**src/pkg/scsp_defines.vh**
```
/*
 * Constants for the clock-stop serial port: word and FIFO geometry,
 * clock-stop mode codes, counter widths and forced slave rate settings.
 * Assumes inclusion by bare name from design files.
 */
`ifndef SCSP_DEFINES_VH
`define SCSP_DEFINES_VH

// Word and buffer geometry
`define SCSP_WORD_W 16
`define SCSP_BITCNT_W 5
`define SCSP_FIFO_DEPTH 8
`define SCSP_FIFO_AW 3

// Rate generator divider and phase counter widths
`define SCSP_DIV_W 8
`define SCSP_CNT_W 9

// Clock-stop mode codes: no delay (edge launch) and half-cycle delay
`define SCSP_STOP_NODLY 2'h2
`define SCSP_STOP_HALF 2'h3

// Forced rate generator settings in slave mode (half the CPU clock)
`define SCSP_SLV_SRC_SEL 1'h1
`define SCSP_SLV_DIVIDER 8'h01

// Master sequencer states
`define SCSP_ST_IDLE 2'h0
`define SCSP_ST_LEAD 2'h1
`define SCSP_ST_SHIFT 2'h2
`define SCSP_ST_TRAIL 2'h3

`endif

```
**src/design/scsp_fifo.v**
```verilog
/*
 * Synchronous FIFO with valid/ready on both sides.
 * Assumes one clock, an active-low asynchronous reset and a clock enable
 * that freezes all state while low.
 */
`timescale 1ns/100ps
module scsp_fifo #(
    parameter WIDTH = 16,
    parameter DEPTH = 8,
    parameter AW = 3
) (
    // Clock and reset
    input wire mclk,
    input wire rst_n,
    input wire clk_en,
    // Fill side
    input wire [WIDTH-1:0] in_data,
    input wire in_valid,
    output wire in_ready,
    // Drain side
    output wire [WIDTH-1:0] out_data,
    output wire out_valid,
    input wire out_ready
);
    reg [WIDTH-1:0] mem [0:DEPTH-1];
    reg [AW-1:0] wr_ptr_r;
    reg [AW-1:0] rd_ptr_r;
    reg [AW:0] count_r;
    wire push;
    wire pop;

    // Honest full and empty from the occupancy count
    assign in_ready = (count_r != DEPTH[AW:0]);
    assign out_valid = (count_r != {(AW+1){1'b0}});
    assign out_data = mem[rd_ptr_r];
    assign push = clk_en & in_valid & in_ready;
    assign pop = clk_en & out_valid & out_ready;

    // Storage array write
    always @(posedge mclk) begin
        if (push) begin
            mem[wr_ptr_r] <= in_data;
        end
    end

    // Pointers and count
    always @(posedge mclk or negedge rst_n) begin
        if (!rst_n) begin
            wr_ptr_r <= {AW{1'b0}};
            rd_ptr_r <= {AW{1'b0}};
            count_r <= {(AW+1){1'b0}};
        end else begin
            if (push) begin
                wr_ptr_r <= wr_ptr_r + 1'b1;
            end
            if (pop) begin
                rd_ptr_r <= rd_ptr_r + 1'b1;
            end
            if (push & ~pop) begin
                count_r <= count_r + 1'b1;
            end else if (pop & ~push) begin
                count_r <= count_r - 1'b1;
            end
        end
    end
endmodule

```
**src/design/scsp_core.v**
```verilog
/*
 * Clock-stop serial port (SPI style), master or slave, clock polarity 0.
 * Holds the rate divider, master sequencer, slave edge tracker, shifters
 * and a transmit FIFO. Assumes all pins synchronous to mclk, the CPU clock.
 */
// Functional notes
// - In slave mode the rate generator runs at half CPU clock, select and divider 1.
// - Generated serial clock period is (1 + divider) times 2H, or 2 times 2H for divider 0.
// - Low phase is half period for odd or zero divider, divider/2 times 2H if even.
// - High phase is half period for odd or zero divider, divider/2+1 times 2H if even.
// - Master with frame polarity 1 inverts transmit frame into active-low slave enable.
// - Slave inverts active-low enables on transmit and receive frame pins before use.
// - Master: transmit clock and frame directions 1, receive directions 0.
// - Slave: all four clock and frame directions are 0, driven from outside.
// - Master asserts slave enable before the rising clock edge that starts the transfer.
// - Port timing follows CPU clock only, independent of bus clock divide factor.
// - Master first rising edge follows enable by low width (10b) or full period (11b).
// - Master holds enable after last falling edge a full period (10b) or low width (11b).
// - Mode 10b: data launched after rising edge, sampled on falling edge.
// - Mode 11b: data launched after falling edge, sampled on rising edge.
// - Master output floats low width after last falling edge (10b), immediately (11b).
// - Slave output floats after last bit once the slave enable is released.
`timescale 1ns/100ps
`include "scsp_defines.vh"
module scsp_core (
    // Clock, reset and clock enable
    input wire mclk,
    input wire rst_n,
    input wire clk_en,
    // Configuration
    input wire master_mode,
    input wire [1:0] clock_stop_select,
    input wire [`SCSP_DIV_W-1:0] rate_gen_divider,
    input wire tx_frame_polarity,
    input wire rx_frame_polarity,
    // Effective settings and status
    output wire tx_clock_direction,
    output wire rx_clock_direction,
    output wire tx_frame_direction,
    output wire rx_frame_direction,
    output wire rate_gen_source_sel,
    output wire [`SCSP_DIV_W-1:0] rate_gen_divider_eff,
    output wire busy,
    // Transmit word stream
    input wire [`SCSP_WORD_W-1:0] tx_data,
    input wire tx_valid,
    output wire tx_ready,
    // Receive word stream
    output reg [`SCSP_WORD_W-1:0] rx_data,
    output reg rx_valid,
    // Serial clock pin
    input wire tx_serial_clock_pin_i,
    output wire tx_serial_clock_pin_o,
    output wire tx_serial_clock_pin_oe,
    // Frame sync pins
    input wire tx_frame_sync_pin_i,
    output wire tx_frame_sync_pin_o,
    output wire tx_frame_sync_pin_oe,
    input wire rx_frame_sync_pin,
    // Serial data pins
    output wire serial_data_out_o,
    output wire serial_data_out_oe,
    input wire serial_data_in
);
    reg [1:0] state_r;
    reg [1:0] state_nxt;
    reg [`SCSP_CNT_W-1:0] cnt_r;
    reg [`SCSP_CNT_W-1:0] cnt_nxt;
    reg sck_r;
    reg sck_nxt;
    reg [`SCSP_BITCNT_W-1:0] bits_r;
    reg [`SCSP_BITCNT_W-1:0] bits_nxt;
    reg fs_act_r;
    reg fs_act_nxt;
    reg oe_r;
    reg oe_nxt;
    reg [`SCSP_WORD_W-1:0] tsr_r;
    reg [`SCSP_WORD_W-1:0] rsr_r;
    reg [`SCSP_BITCNT_W-1:0] rbits_r;
    reg rg_tick_r;
    reg s_sck_r;
    reg s_act_r;
    reg s_first_r;
    wire [`SCSP_WORD_W-1:0] fifo_data;
    wire fifo_valid;
    wire fifo_pop;
    wire mode_half;
    wire [`SCSP_CNT_W-1:0] low_w;
    wire [`SCSP_CNT_W-1:0] high_w;
    wire [`SCSP_CNT_W-1:0] per_w;
    wire s_se_tx;
    wire s_se_rx;
    wire s_rise;
    wire s_fall;
    wire m_rise;
    wire m_fall;
    wire launch;
    wire sample;
    wire load;
    wire rx_act;

    // Phase width in mclk cycles; one mclk cycle is 2H
    function [`SCSP_CNT_W-1:0] phase_w;
        input [`SCSP_DIV_W-1:0] div;
        input high;
        begin
            if (div == {`SCSP_DIV_W{1'b0}}) begin
                phase_w = {{(`SCSP_CNT_W-1){1'b0}}, 1'b1};
            end else if (div[0]) begin
                phase_w = ({1'b0, div} + 1'b1) >> 1; // Odd: half period
            end else begin
                phase_w = ({1'b0, div} >> 1) + {{(`SCSP_CNT_W-1){1'b0}}, high};
            end
        end
    endfunction

    assign mode_half = (clock_stop_select == `SCSP_STOP_HALF);
    assign low_w = phase_w(rate_gen_divider_eff, 1'b0);
    assign high_w = phase_w(rate_gen_divider_eff, 1'b1);
    assign per_w = low_w + high_w;

    // Direction settings and effective rate generator setup
    assign tx_clock_direction = master_mode;
    assign tx_frame_direction = master_mode;
    assign rx_clock_direction = 1'b0;
    assign rx_frame_direction = 1'b0;
    assign rate_gen_source_sel = master_mode ? 1'b0 : `SCSP_SLV_SRC_SEL;
    assign rate_gen_divider_eff = master_mode ? rate_gen_divider : `SCSP_SLV_DIVIDER;

    // Pin drive: clock idles low, frame inverted to active-low enable
    assign tx_serial_clock_pin_o = master_mode & sck_r;
    assign tx_serial_clock_pin_oe = tx_clock_direction;
    assign tx_frame_sync_pin_o = tx_frame_polarity ? ~fs_act_r : fs_act_r;
    assign tx_frame_sync_pin_oe = tx_frame_direction;
    assign serial_data_out_o = tsr_r[`SCSP_WORD_W-1];
    assign serial_data_out_oe = oe_r;
    assign busy = master_mode ? (state_r != `SCSP_ST_IDLE) : s_act_r;

    // Transmit buffer
    scsp_fifo #(
        .WIDTH(`SCSP_WORD_W),
        .DEPTH(`SCSP_FIFO_DEPTH),
        .AW(`SCSP_FIFO_AW)
    ) u_fifo (
        .mclk(mclk),
        .rst_n(rst_n),
        .clk_en(clk_en),
        .in_data(tx_data),
        .in_valid(tx_valid),
        .in_ready(tx_ready),
        .out_data(fifo_data),
        .out_valid(fifo_valid),
        .out_ready(fifo_pop)
    );

    // Slave view: active-low enables inverted before use
    assign s_se_tx = rx_frame_polarity ? ~tx_frame_sync_pin_i : tx_frame_sync_pin_i;
    assign s_se_rx = rx_frame_polarity ? ~rx_frame_sync_pin : rx_frame_sync_pin;
    assign s_rise = rg_tick_r & s_act_r & ~s_sck_r & tx_serial_clock_pin_i;
    assign s_fall = rg_tick_r & s_act_r & s_sck_r & ~tx_serial_clock_pin_i;

    // Master edges are the cycles in which sck_r is about to change
    assign m_rise = (state_nxt == `SCSP_ST_SHIFT) & sck_nxt & ~sck_r;
    assign m_fall = (state_r == `SCSP_ST_SHIFT) & ~sck_nxt & sck_r;

    // Launch and sample edges by clock-stop mode
    assign launch = master_mode ?
        (mode_half ? (m_fall & (state_nxt == `SCSP_ST_SHIFT))
                   : (m_rise & (state_r == `SCSP_ST_SHIFT))) :
        (mode_half ? s_fall : (s_rise & ~s_first_r));
    assign sample = master_mode ? (mode_half ? m_rise : m_fall) :
        (mode_half ? s_rise : s_fall);
    assign rx_act = master_mode ? (state_r != `SCSP_ST_IDLE) : s_se_rx;

    // Word load at frame start
    assign load = master_mode ? ((state_r == `SCSP_ST_IDLE) & fifo_valid) :
        (rg_tick_r & ~s_act_r & s_se_tx);
    assign fifo_pop = load & fifo_valid;

    // Master sequencer next state
    always @* begin
        state_nxt = state_r;
        cnt_nxt = cnt_r;
        sck_nxt = sck_r;
        bits_nxt = bits_r;
        fs_act_nxt = fs_act_r;
        oe_nxt = oe_r;
        case (state_r)
            `SCSP_ST_IDLE: begin
                sck_nxt = 1'b0;
                if (master_mode & fifo_valid) begin
                    // Enable first, clock waits low width or a period
                    state_nxt = `SCSP_ST_LEAD;
                    cnt_nxt = mode_half ? per_w : low_w;
                    fs_act_nxt = 1'b1;
                    oe_nxt = 1'b1;
                    bits_nxt = {`SCSP_BITCNT_W{1'b0}};
                end
            end
            `SCSP_ST_LEAD: begin
                if (cnt_r <= {{(`SCSP_CNT_W-1){1'b0}}, 1'b1}) begin
                    state_nxt = `SCSP_ST_SHIFT; // Transfer starts on rising edge
                    sck_nxt = 1'b1;
                    cnt_nxt = high_w;
                end else begin
                    cnt_nxt = cnt_r - 1'b1;
                end
            end
            `SCSP_ST_SHIFT: begin
                if (cnt_r > {{(`SCSP_CNT_W-1){1'b0}}, 1'b1}) begin
                    cnt_nxt = cnt_r - 1'b1;
                end else if (sck_r) begin
                    sck_nxt = 1'b0;
                    if (bits_r == `SCSP_WORD_W - 1) begin
                        // Trailing hold of enable after last falling edge
                        state_nxt = `SCSP_ST_TRAIL;
                        cnt_nxt = mode_half ? low_w : per_w;
                        oe_nxt = ~mode_half; // Float at once in 11b
                    end else begin
                        cnt_nxt = low_w;
                        bits_nxt = bits_r + 1'b1;
                    end
                end else begin
                    sck_nxt = 1'b1;
                    cnt_nxt = high_w;
                end
            end
            `SCSP_ST_TRAIL: begin
                // Float after one low width in 10b
                if (cnt_r == per_w - low_w + 1'b1) begin
                    oe_nxt = 1'b0;
                end
                if (cnt_r <= {{(`SCSP_CNT_W-1){1'b0}}, 1'b1}) begin
                    state_nxt = `SCSP_ST_IDLE;
                    fs_act_nxt = 1'b0;
                    oe_nxt = 1'b0;
                end else begin
                    cnt_nxt = cnt_r - 1'b1;
                end
            end
            default: begin
                state_nxt = `SCSP_ST_IDLE;
                sck_nxt = 1'b0;
                fs_act_nxt = 1'b0;
                oe_nxt = 1'b0;
            end
        endcase
        if (!master_mode) begin
            // Slave drives data only while its enable is held
            state_nxt = `SCSP_ST_IDLE;
            sck_nxt = 1'b0;
            fs_act_nxt = 1'b0;
            oe_nxt = s_act_r & s_se_tx | load;
        end
    end

    // Master sequencer registers
    always @(posedge mclk or negedge rst_n) begin
        if (!rst_n) begin
            state_r <= `SCSP_ST_IDLE;
            cnt_r <= {`SCSP_CNT_W{1'b0}};
            sck_r <= 1'b0;
            bits_r <= {`SCSP_BITCNT_W{1'b0}};
            fs_act_r <= 1'b0;
            oe_r <= 1'b0;
        end else if (clk_en) begin
            state_r <= state_nxt;
            cnt_r <= cnt_nxt;
            sck_r <= sck_nxt;
            bits_r <= bits_nxt;
            fs_act_r <= fs_act_nxt;
            oe_r <= oe_nxt;
        end
    end

    // Slave rate tick at half the CPU clock, pin edge tracking
    always @(posedge mclk or negedge rst_n) begin
        if (!rst_n) begin
            rg_tick_r <= 1'b0;
            s_sck_r <= 1'b0;
            s_act_r <= 1'b0;
            s_first_r <= 1'b0;
        end else if (clk_en) begin
            rg_tick_r <= ~rg_tick_r;
            if (master_mode) begin
                s_act_r <= 1'b0;
            end else if (rg_tick_r) begin
                s_sck_r <= tx_serial_clock_pin_i;
                s_act_r <= s_se_tx;
                if (load) begin
                    s_first_r <= 1'b1;
                end else if (s_rise) begin
                    s_first_r <= 1'b0;
                end
            end
        end
    end

    // Transmit shifter: MSB first, zeros sent when buffer underruns
    always @(posedge mclk or negedge rst_n) begin
        if (!rst_n) begin
            tsr_r <= {`SCSP_WORD_W{1'b0}};
        end else if (clk_en) begin
            if (load) begin
                tsr_r <= fifo_valid ? fifo_data : {`SCSP_WORD_W{1'b0}};
            end else if (launch) begin
                tsr_r <= {tsr_r[`SCSP_WORD_W-2:0], 1'b0};
            end
        end
    end

    // Receive shifter and word delivery
    always @(posedge mclk or negedge rst_n) begin
        if (!rst_n) begin
            rsr_r <= {`SCSP_WORD_W{1'b0}};
            rbits_r <= {`SCSP_BITCNT_W{1'b0}};
            rx_data <= {`SCSP_WORD_W{1'b0}};
            rx_valid <= 1'b0;
        end else if (clk_en) begin
            rx_valid <= 1'b0;
            if (!rx_act) begin
                rbits_r <= {`SCSP_BITCNT_W{1'b0}};
            end else if (sample) begin
                rsr_r <= {rsr_r[`SCSP_WORD_W-2:0], serial_data_in};
                if (rbits_r == `SCSP_WORD_W - 1) begin
                    rbits_r <= {`SCSP_BITCNT_W{1'b0}};
                    rx_data <= {rsr_r[`SCSP_WORD_W-2:0], serial_data_in};
                    rx_valid <= 1'b1;
                end else begin
                    rbits_r <= rbits_r + 1'b1;
                end
            end
        end
    end
endmodule

```
**config.mk**
```make
export PLATFORM = sky130hd
export DESIGN_NAME = scsp_core
export DESIGN_NICKNAME = d
export VERILOG_FILES = /design/src/design/scsp_fifo.v /design/src/design/scsp_core.v
export VERILOG_INCLUDE_DIRS = /design/src /design/src/pkg
export SDC_FILE = /design/constraint.sdc
export NUM_CORES = 1
export LEC_CHECK = 0
export BUFFER_PORTS_ARGS = -buffer_cell sky130_fd_sc_hd__buf_2
export CAP_MARGIN = 20
export CORE_MARGIN = 2
export CORE_UTILIZATION = 55
export CTS_CLUSTER_SIZE = 16
export DETAILED_ROUTE_END_ITERATION = 8
export PLACE_DENSITY = 0.86
export REMOVE_ABC_BUFFERS = 1
export SLEW_MARGIN = 20
export SYNTH_ARGS = -nofsm -noshare
export SYNTH_HDL_FRONTEND = slang
export SYNTH_SLANG_ARGS = --single-unit
export TNS_END_PERCENT = 20
```
**constraint.sdc**
```tcl
create_clock -name mclk -period 4.92 [get_ports mclk]
set_clock_uncertainty 0.2 [all_clocks]
set_input_delay 0 -clock mclk [delete_from_list [all_inputs] [get_ports mclk]]
set_output_delay 0 -clock mclk [all_outputs]
set_load 0.02 [all_outputs]
```
* Word level (Yosys, flattened, before mapping) *
Memories as Yosys holds them, arrays and structs flattened.
Cells that the tools add are included.

cells by class
  add/subtract/negate cells = 12
  equality and inequality tests = 23
  reduce and logical (&&, ||, !) cells = 20
  bitwise operators = 40
  $lt $le $gt $ge = 2
  muxes and demuxes = 73

operators by type and width
  cell                                                           count
  two-way mux 9 bit                                              10
  two-way mux 16 bit                                             3
  one-hot mux 9 bit (4 select lines)                             1
  two-way mux 1 bit                                              35
  two-way mux 5 bit                                              7
  bitwise AND 1 bit                                              25
  two-way mux 8 bit                                              3
  two-way mux 2 bit                                              7
  NOT 1 bit                                                      14
  AND reduction 4 bit                                            3
  nonzero test 2 bit                                             6
  adder 5 x 1 -> 5 bit, second input constant                    2
  equality test 5 x 4 -> 1 bit, second input constant            2
  != test 2 bit, second input constant                           5
  one-hot mux 5 bit (2 select lines)                             1
  adder 8 x 1 -> 9 bit, second input constant                    1
  adder 9 x 1 -> 9 bit, second input constant                    1
  adder 9 bit                                                    1
  equality test 9 bit                                            1
  greater-than comparator 9 x 1 -> 1 bit, second input constant  1
  <= comparator 9 x 1 -> 1 bit, second input constant            1
  != test 3 bit, second input constant                           3
  AND reduction 3 bit                                            3
  subtractor 9 x 1 -> 9 bit, second input constant               1
  23 further kinds                                               33

word-level totals
  RAM bits = 128
  memories = 1
  output and inout bits = 38
  register bits = 86

memory list
  name        depth  bits a word  read ports  clocked after memory_dff  write ports  RTL line        RTL
  u_fifo.mem  8      16           1           0                         1            scsp_fifo.v:25  reg [WIDTH-1:0] mem [0:DEPTH-1];

* Depth between registers and ports, before layout *
  depth after elaboration = 14
  mapped depth = 21
  mapped depth without buffers = 20

* Cells and area by module *
From an unflattened synthesis, not the netlist that was laid out.

second synthesis, totals
  cells, all modules = 927
  area total of the unflattened synthesis = 11230.8 sq um

by module, submodules not included
  module     instances  area an instance (sq um)  cells an instance
  scsp_core  1          5790.6                    677
  scsp_fifo  1          5440.2                    250

* Least setup slack after synthesis *
No wires, ideal clock.

  path type = input port to flip-flop
  start point = in rate_gen_divider[4]
  end point = reg oe_r (netlist: serial_data_out_oe)
  buffers on the path = 1
  data arrival time = 4.061 ns
  cell stages on the path = 19
  required time = 4.595 ns
  slack = 0.534 ns
  cell sequence = buf_2 nor4_1 a211o_1 a21oi_1 inv_1 ha_1 ha_1 or2_2 o32ai_1 o21ai_0 xor2_1 ha_1 ha_1 or4_1 o22ai_1 xnor2_1 xnor2_1 a41oi_1 mux2_2

between the ends
  cells in the longest elaborated chain, start to end = 10
  elaborated cells on any way between the ends = 14

RTL lines
  element                                                       RTL line                          RTL
  start: declaration                                            scsp_core.v:33                    input wire [`SCSP_DIV_W-1:0] rate_gen_divider,
  two-way mux 8 bit (no line) *                                 --
  adder 8 x 1 -> 9 bit or adder 7 x 1 -> 8 bit (tied branches)  scsp_core.v:110, scsp_core.v:112
  two-way mux 8 bit                                             scsp_core.v:109                   end else if (div[0]) begin
  two-way mux 9 bit                                             scsp_core.v:107                   if (div == {`SCSP_DIV_W{1'b0}}) begin
  adder 9 bit                                                   scsp_core.v:120                   assign per_w = low_w + high_w;
  subtractor 9 bit *                                            scsp_core.v:230                   if (cnt_r == per_w - low_w + 1'b1) begin
  adder 9 x 1 -> 9 bit *                                        scsp_core.v:230
  equality test 9 bit *                                         scsp_core.v:230
  != test 4 bit (no line) *                                     --
  AND reduction 7 bit (no line) *                               --
  end signal: assignment                                        scsp_core.v:272                   oe_r <= oe_nxt;
  end: declaration                                              scsp_core.v:75                    reg oe_r;

Every way passes the cells marked *; elsewhere a longest branch is shown, timed or not.
A chain may end at the register's enable or synchronous reset.

* Worst setup path in the final report *
  start point = in rate_gen_divider[6]
  end point = reg oe_r (netlist: serial_data_out_oe)

The elaborated chain is that of the path after synthesis.

==> impl_metrics.toml <==
[power]
seqPwrFrac_pct = 42.2
intPower_w = 0.00400
switching_share_pct = 32.6
p_leak_nw = 5.07
p_total_w = 0.00594
power_density_nw_per_um2 = 464
peakVddDrop_mv = 0.464
switchingPower_w = 0.00193
pwr-share-comb_pct = 29.7
clock_power_share_pct = 28.1

[yosys]
synth-xor-area-share_pct = 3.87
ys_seq_area_share_pct = 54.1
syn_inst = 874
synth-edff-count = 128
synth_area_um2 = 11100
synth_compound_area_share_pct = 10.3
synth_seq_cells = 214
synthArstFlopShare_pct = 40.2
synth_top_family_by_area = "multiplexers"
ys_types = 72
synthMuxAreaShare_pct = 14.2
synth_adder_area_share_pct = 4.54
avgSynthCellArea_um2 = 12.7
synth_top_flop_cell = "edfxtp_1"
ys_warn_count = 0
synth_simple_gate_area_share_pct = 9.66

[global_route]
grtUsageTotal_pct = 23.8
first_global_vias = 7600
grt_max_degree = 45
grt_overflow = 0
grt_pass1_wl_um = 40800
antenna_found_initial = 0

[sta]
hold_violations = 0
tightest_slew_ns = 1.17
slew_viol_final = 0
setup_viol = 0
post-route-period-util_pct = 92.4
slew_headroom_pct = 22.1
period_minus_slack_ns = 4.55
hold_slack_ns = 0.0464
clock.fmax_mhz = 220
rsz0062_at_grt = "false"
setup_tns_ns = 0

[clock_network]
cts.reportedPaths.clkPinSlew_ns = 0.06
htreeDepth = 1
cts_buffer_depth = 3
cts_setup_buffers = 0
cts_tree = "built"
root_buffer = "clkbuf_16"
cts.sinks = 214
cts_buffers = 22
clkLatencyLatePin_ns = 0.53

[route]
viasPerCell = 5.99
wl_per_cell_um = 20.0
drc = 0
wl_um = 25200
drt_iter0_drc = 716
dr.pass1.iters = 5
vias = 7534
drtAntennaViolNets = 0

[placed_design]
place_hpwl_um = 15700
port_buffers = 72
place_area_um2 = 11700
gp_congestion = 0.921

[worst_setup_path]
crit_chain = "dlygate4sd3_1 -> buf_2 -> nor4_1 -> a211o_1 -> a21oi_1 -> inv_1 -> ha_1 -> ha_1 -> or2_2 -> o32ai_2 -> nor2b_1 -> nor2_1 -> xnor2_1 -> ha_1 -> ha_1 -> or4_1 -> o22ai_1 -> xnor2_1 -> xnor2_1 -> a41oi_1 -> mux2_2"
crit_path_frequent_cell = "ha_1"
cp_slowest_cell = "dlygate4sd3_1"
path_max_fanout = 5
cp-start-kind = "input port"
cpPeakStageDelay_ns = 0.54
cp_data_required_time_ns = 5.11
r2r_cells = 9
end_kind = "flop"
cp.arrival_ns = 4.73
path_class = "in -> reg"

[min_path]
hold_depth = 6
hold_class = "in -> reg"

[finish]
drive_gt1_share_pct = 22.7
fin_nets = 1053
layout_common_cells = "edfxtp_1 (128), dfrtp_1 (85), nand2_1 (76), buf_2 (71), o21ai_0 (52)"
final_common_cell = "edfxtp_1"
stdcell_area_um2 = 12800
diodes = 0
syn2layout_area_growth_pct = 15.5

[run]
maxCapViolCount = 0

[run_status]
status = "finished, final reports clean"

[die]
core_um2 = 19700
dieHeight_um = 146
die_w_um = 146
io_pins = 75
row_count = 51
start_util_pct = 56.4
die-area_um2 = 21300
-- final cells by class --
cell class | instances | area, um2
clock buffers | 29 | 597
clock inverters | 11 | 138
fillers | 1444 | 6850
inverters | 34 | 128
multi-input cells | 580 | 4760
flip-flops and latches | 214 | 6000
well taps | 265 | 332
repair buffers | 125 | 858
-- flip-flops by register name (all words and copies together) (netlist names), 2 cells and up --
| register | cells |
|---|---|
| tsr_r | 16 |
| u_fifo.mem | 128 |
| u_fifo.wr_ptr_r | 3 |
| rbits_r | 5 |
| rsr_r | 15 |
| u_fifo.count_r | 4 |
| u_fifo.rd_ptr_r | 3 |
| rx_data | 16 |
| state_r | 2 |
| cnt_r | 9 |
| bits_r | 5 |
-- metal layers --
layer / up-vias / GRT usage (%) / routed length, um
met2: 338 / 39.6 / 12400
met4: 0 / 6.55 / 558
li1: 3464 / - / -
met5: - / 0 / 0
met3: 54 / 3.82 / 1820
met1: 3678 / 32.8 / 10500
-- worst max-delay path, delay by kind of cell --
| kind | cells | cell delay [ns] |
|---|---|---|
| compound gates | 5 | 1.10 |
| xor+xnor | 3 | 0.45 |
| fa+ha+maj | 4 | 0.98 |
| buf+inv | 3 | 0.75 |
| mux | 1 | 0.36 |
| simple gates | 5 | 1.09 |
-- synth_stat cells, drive strengths merged, types with 5 or more instances --
cell / n / share of area (%)
inv: 31 / 1.0
ha: 37 / 4.2
a21o: 7 / 0.47
mux2i: 19 / 1.7
o31ai: 6 / 0.58
dfrtp: 86 / 19
xor2: 18 / 1.4
nor4: 8 / 0.59
and2: 7 / 0.39
and3: 6 / 0.34
o22ai: 9 / 0.63
mux2: 54 / 6.0
nor2: 47 / 1.7
edfxtp: 128 / 35
nor3: 17 / 0.77
buf: 23 / 1.3
nand2: 76 / 2.6
o21a: 9 / 0.61
nand2b: 11 / 0.62
o21ai: 53 / 2.4
clkbuf: 24 / 0.81
a31oi: 9 / 0.51
nand3: 16 / 0.72
xnor2: 31 / 2.4
a21oi: 22 / 0.99
nor2b: 8 / 0.45
o211ai: 5 / 0.34
mux4: 32 / 6.5
nand4: 7 / 0.39
-- cells by family (layout without fill, tap and decap cells) --
group	Yosys count	after routing
mux	105	105
xor+xnor	49	49
fa+ha+maj	39	39
simple gates	220	220
buf+inv	81	199
compound gates	165	165
flops	214	214
other cells	1	2
-- metrics by stage --
stage | util [%] | setup slack (ns) | cells
floorplan | - | 0.707 | 828
global route | 65.2 | 0.133 | 1258
CTS | 65.1 | 0.353 | 1258
finish | 65.2 | 0.372 | 1258
global placement | 59.5 | 0.471 | 1183
detailed placement | 59.5 | 0.321 | 1183
-- power by group through the flow --
stage / Sequential, W / Clock [W] / Combinational (W)
6_report: 0.00251 / 0.00167 / 0.00176
5_1_grt: 0.00254 / 0.00177 / 0.00193
4_1_cts: 0.00250 / 0.00169 / 0.00175
3_5_place_dp: 0.00253 / 0 / 0.00169
3_3_place_gp: 0.00251 / 0 / 0.00164
2_1_floorplan: 0.00247 / 0 / 0.00124
-- final timing paths --
check / startpoint / end / slack (ns)
min in group asynchronous: rst_n / serial_data_out_oe / 0.39
max: rate_gen_divider[6] / serial_data_out_oe / 0.37
min: rate_gen_divider[5] / cnt_r[4] / 0.05
max reg2reg: cnt_r[5] / rsr_r[4] / 0.79
max in group asynchronous: rst_n / u_fifo.rd_ptr_r[0] / 3.55
min reg2reg: bits_r[4] / bits_r[4] / 0.28
-- what timing repair did --
item / in CTS / in global routing
hold endpoints to repair: 240 / 0
gates resized for setup: 0 / 1
setup endpoints to repair: 0 / 1
hold buffers: 35 / 0
(Power assumes the default switching activity.)
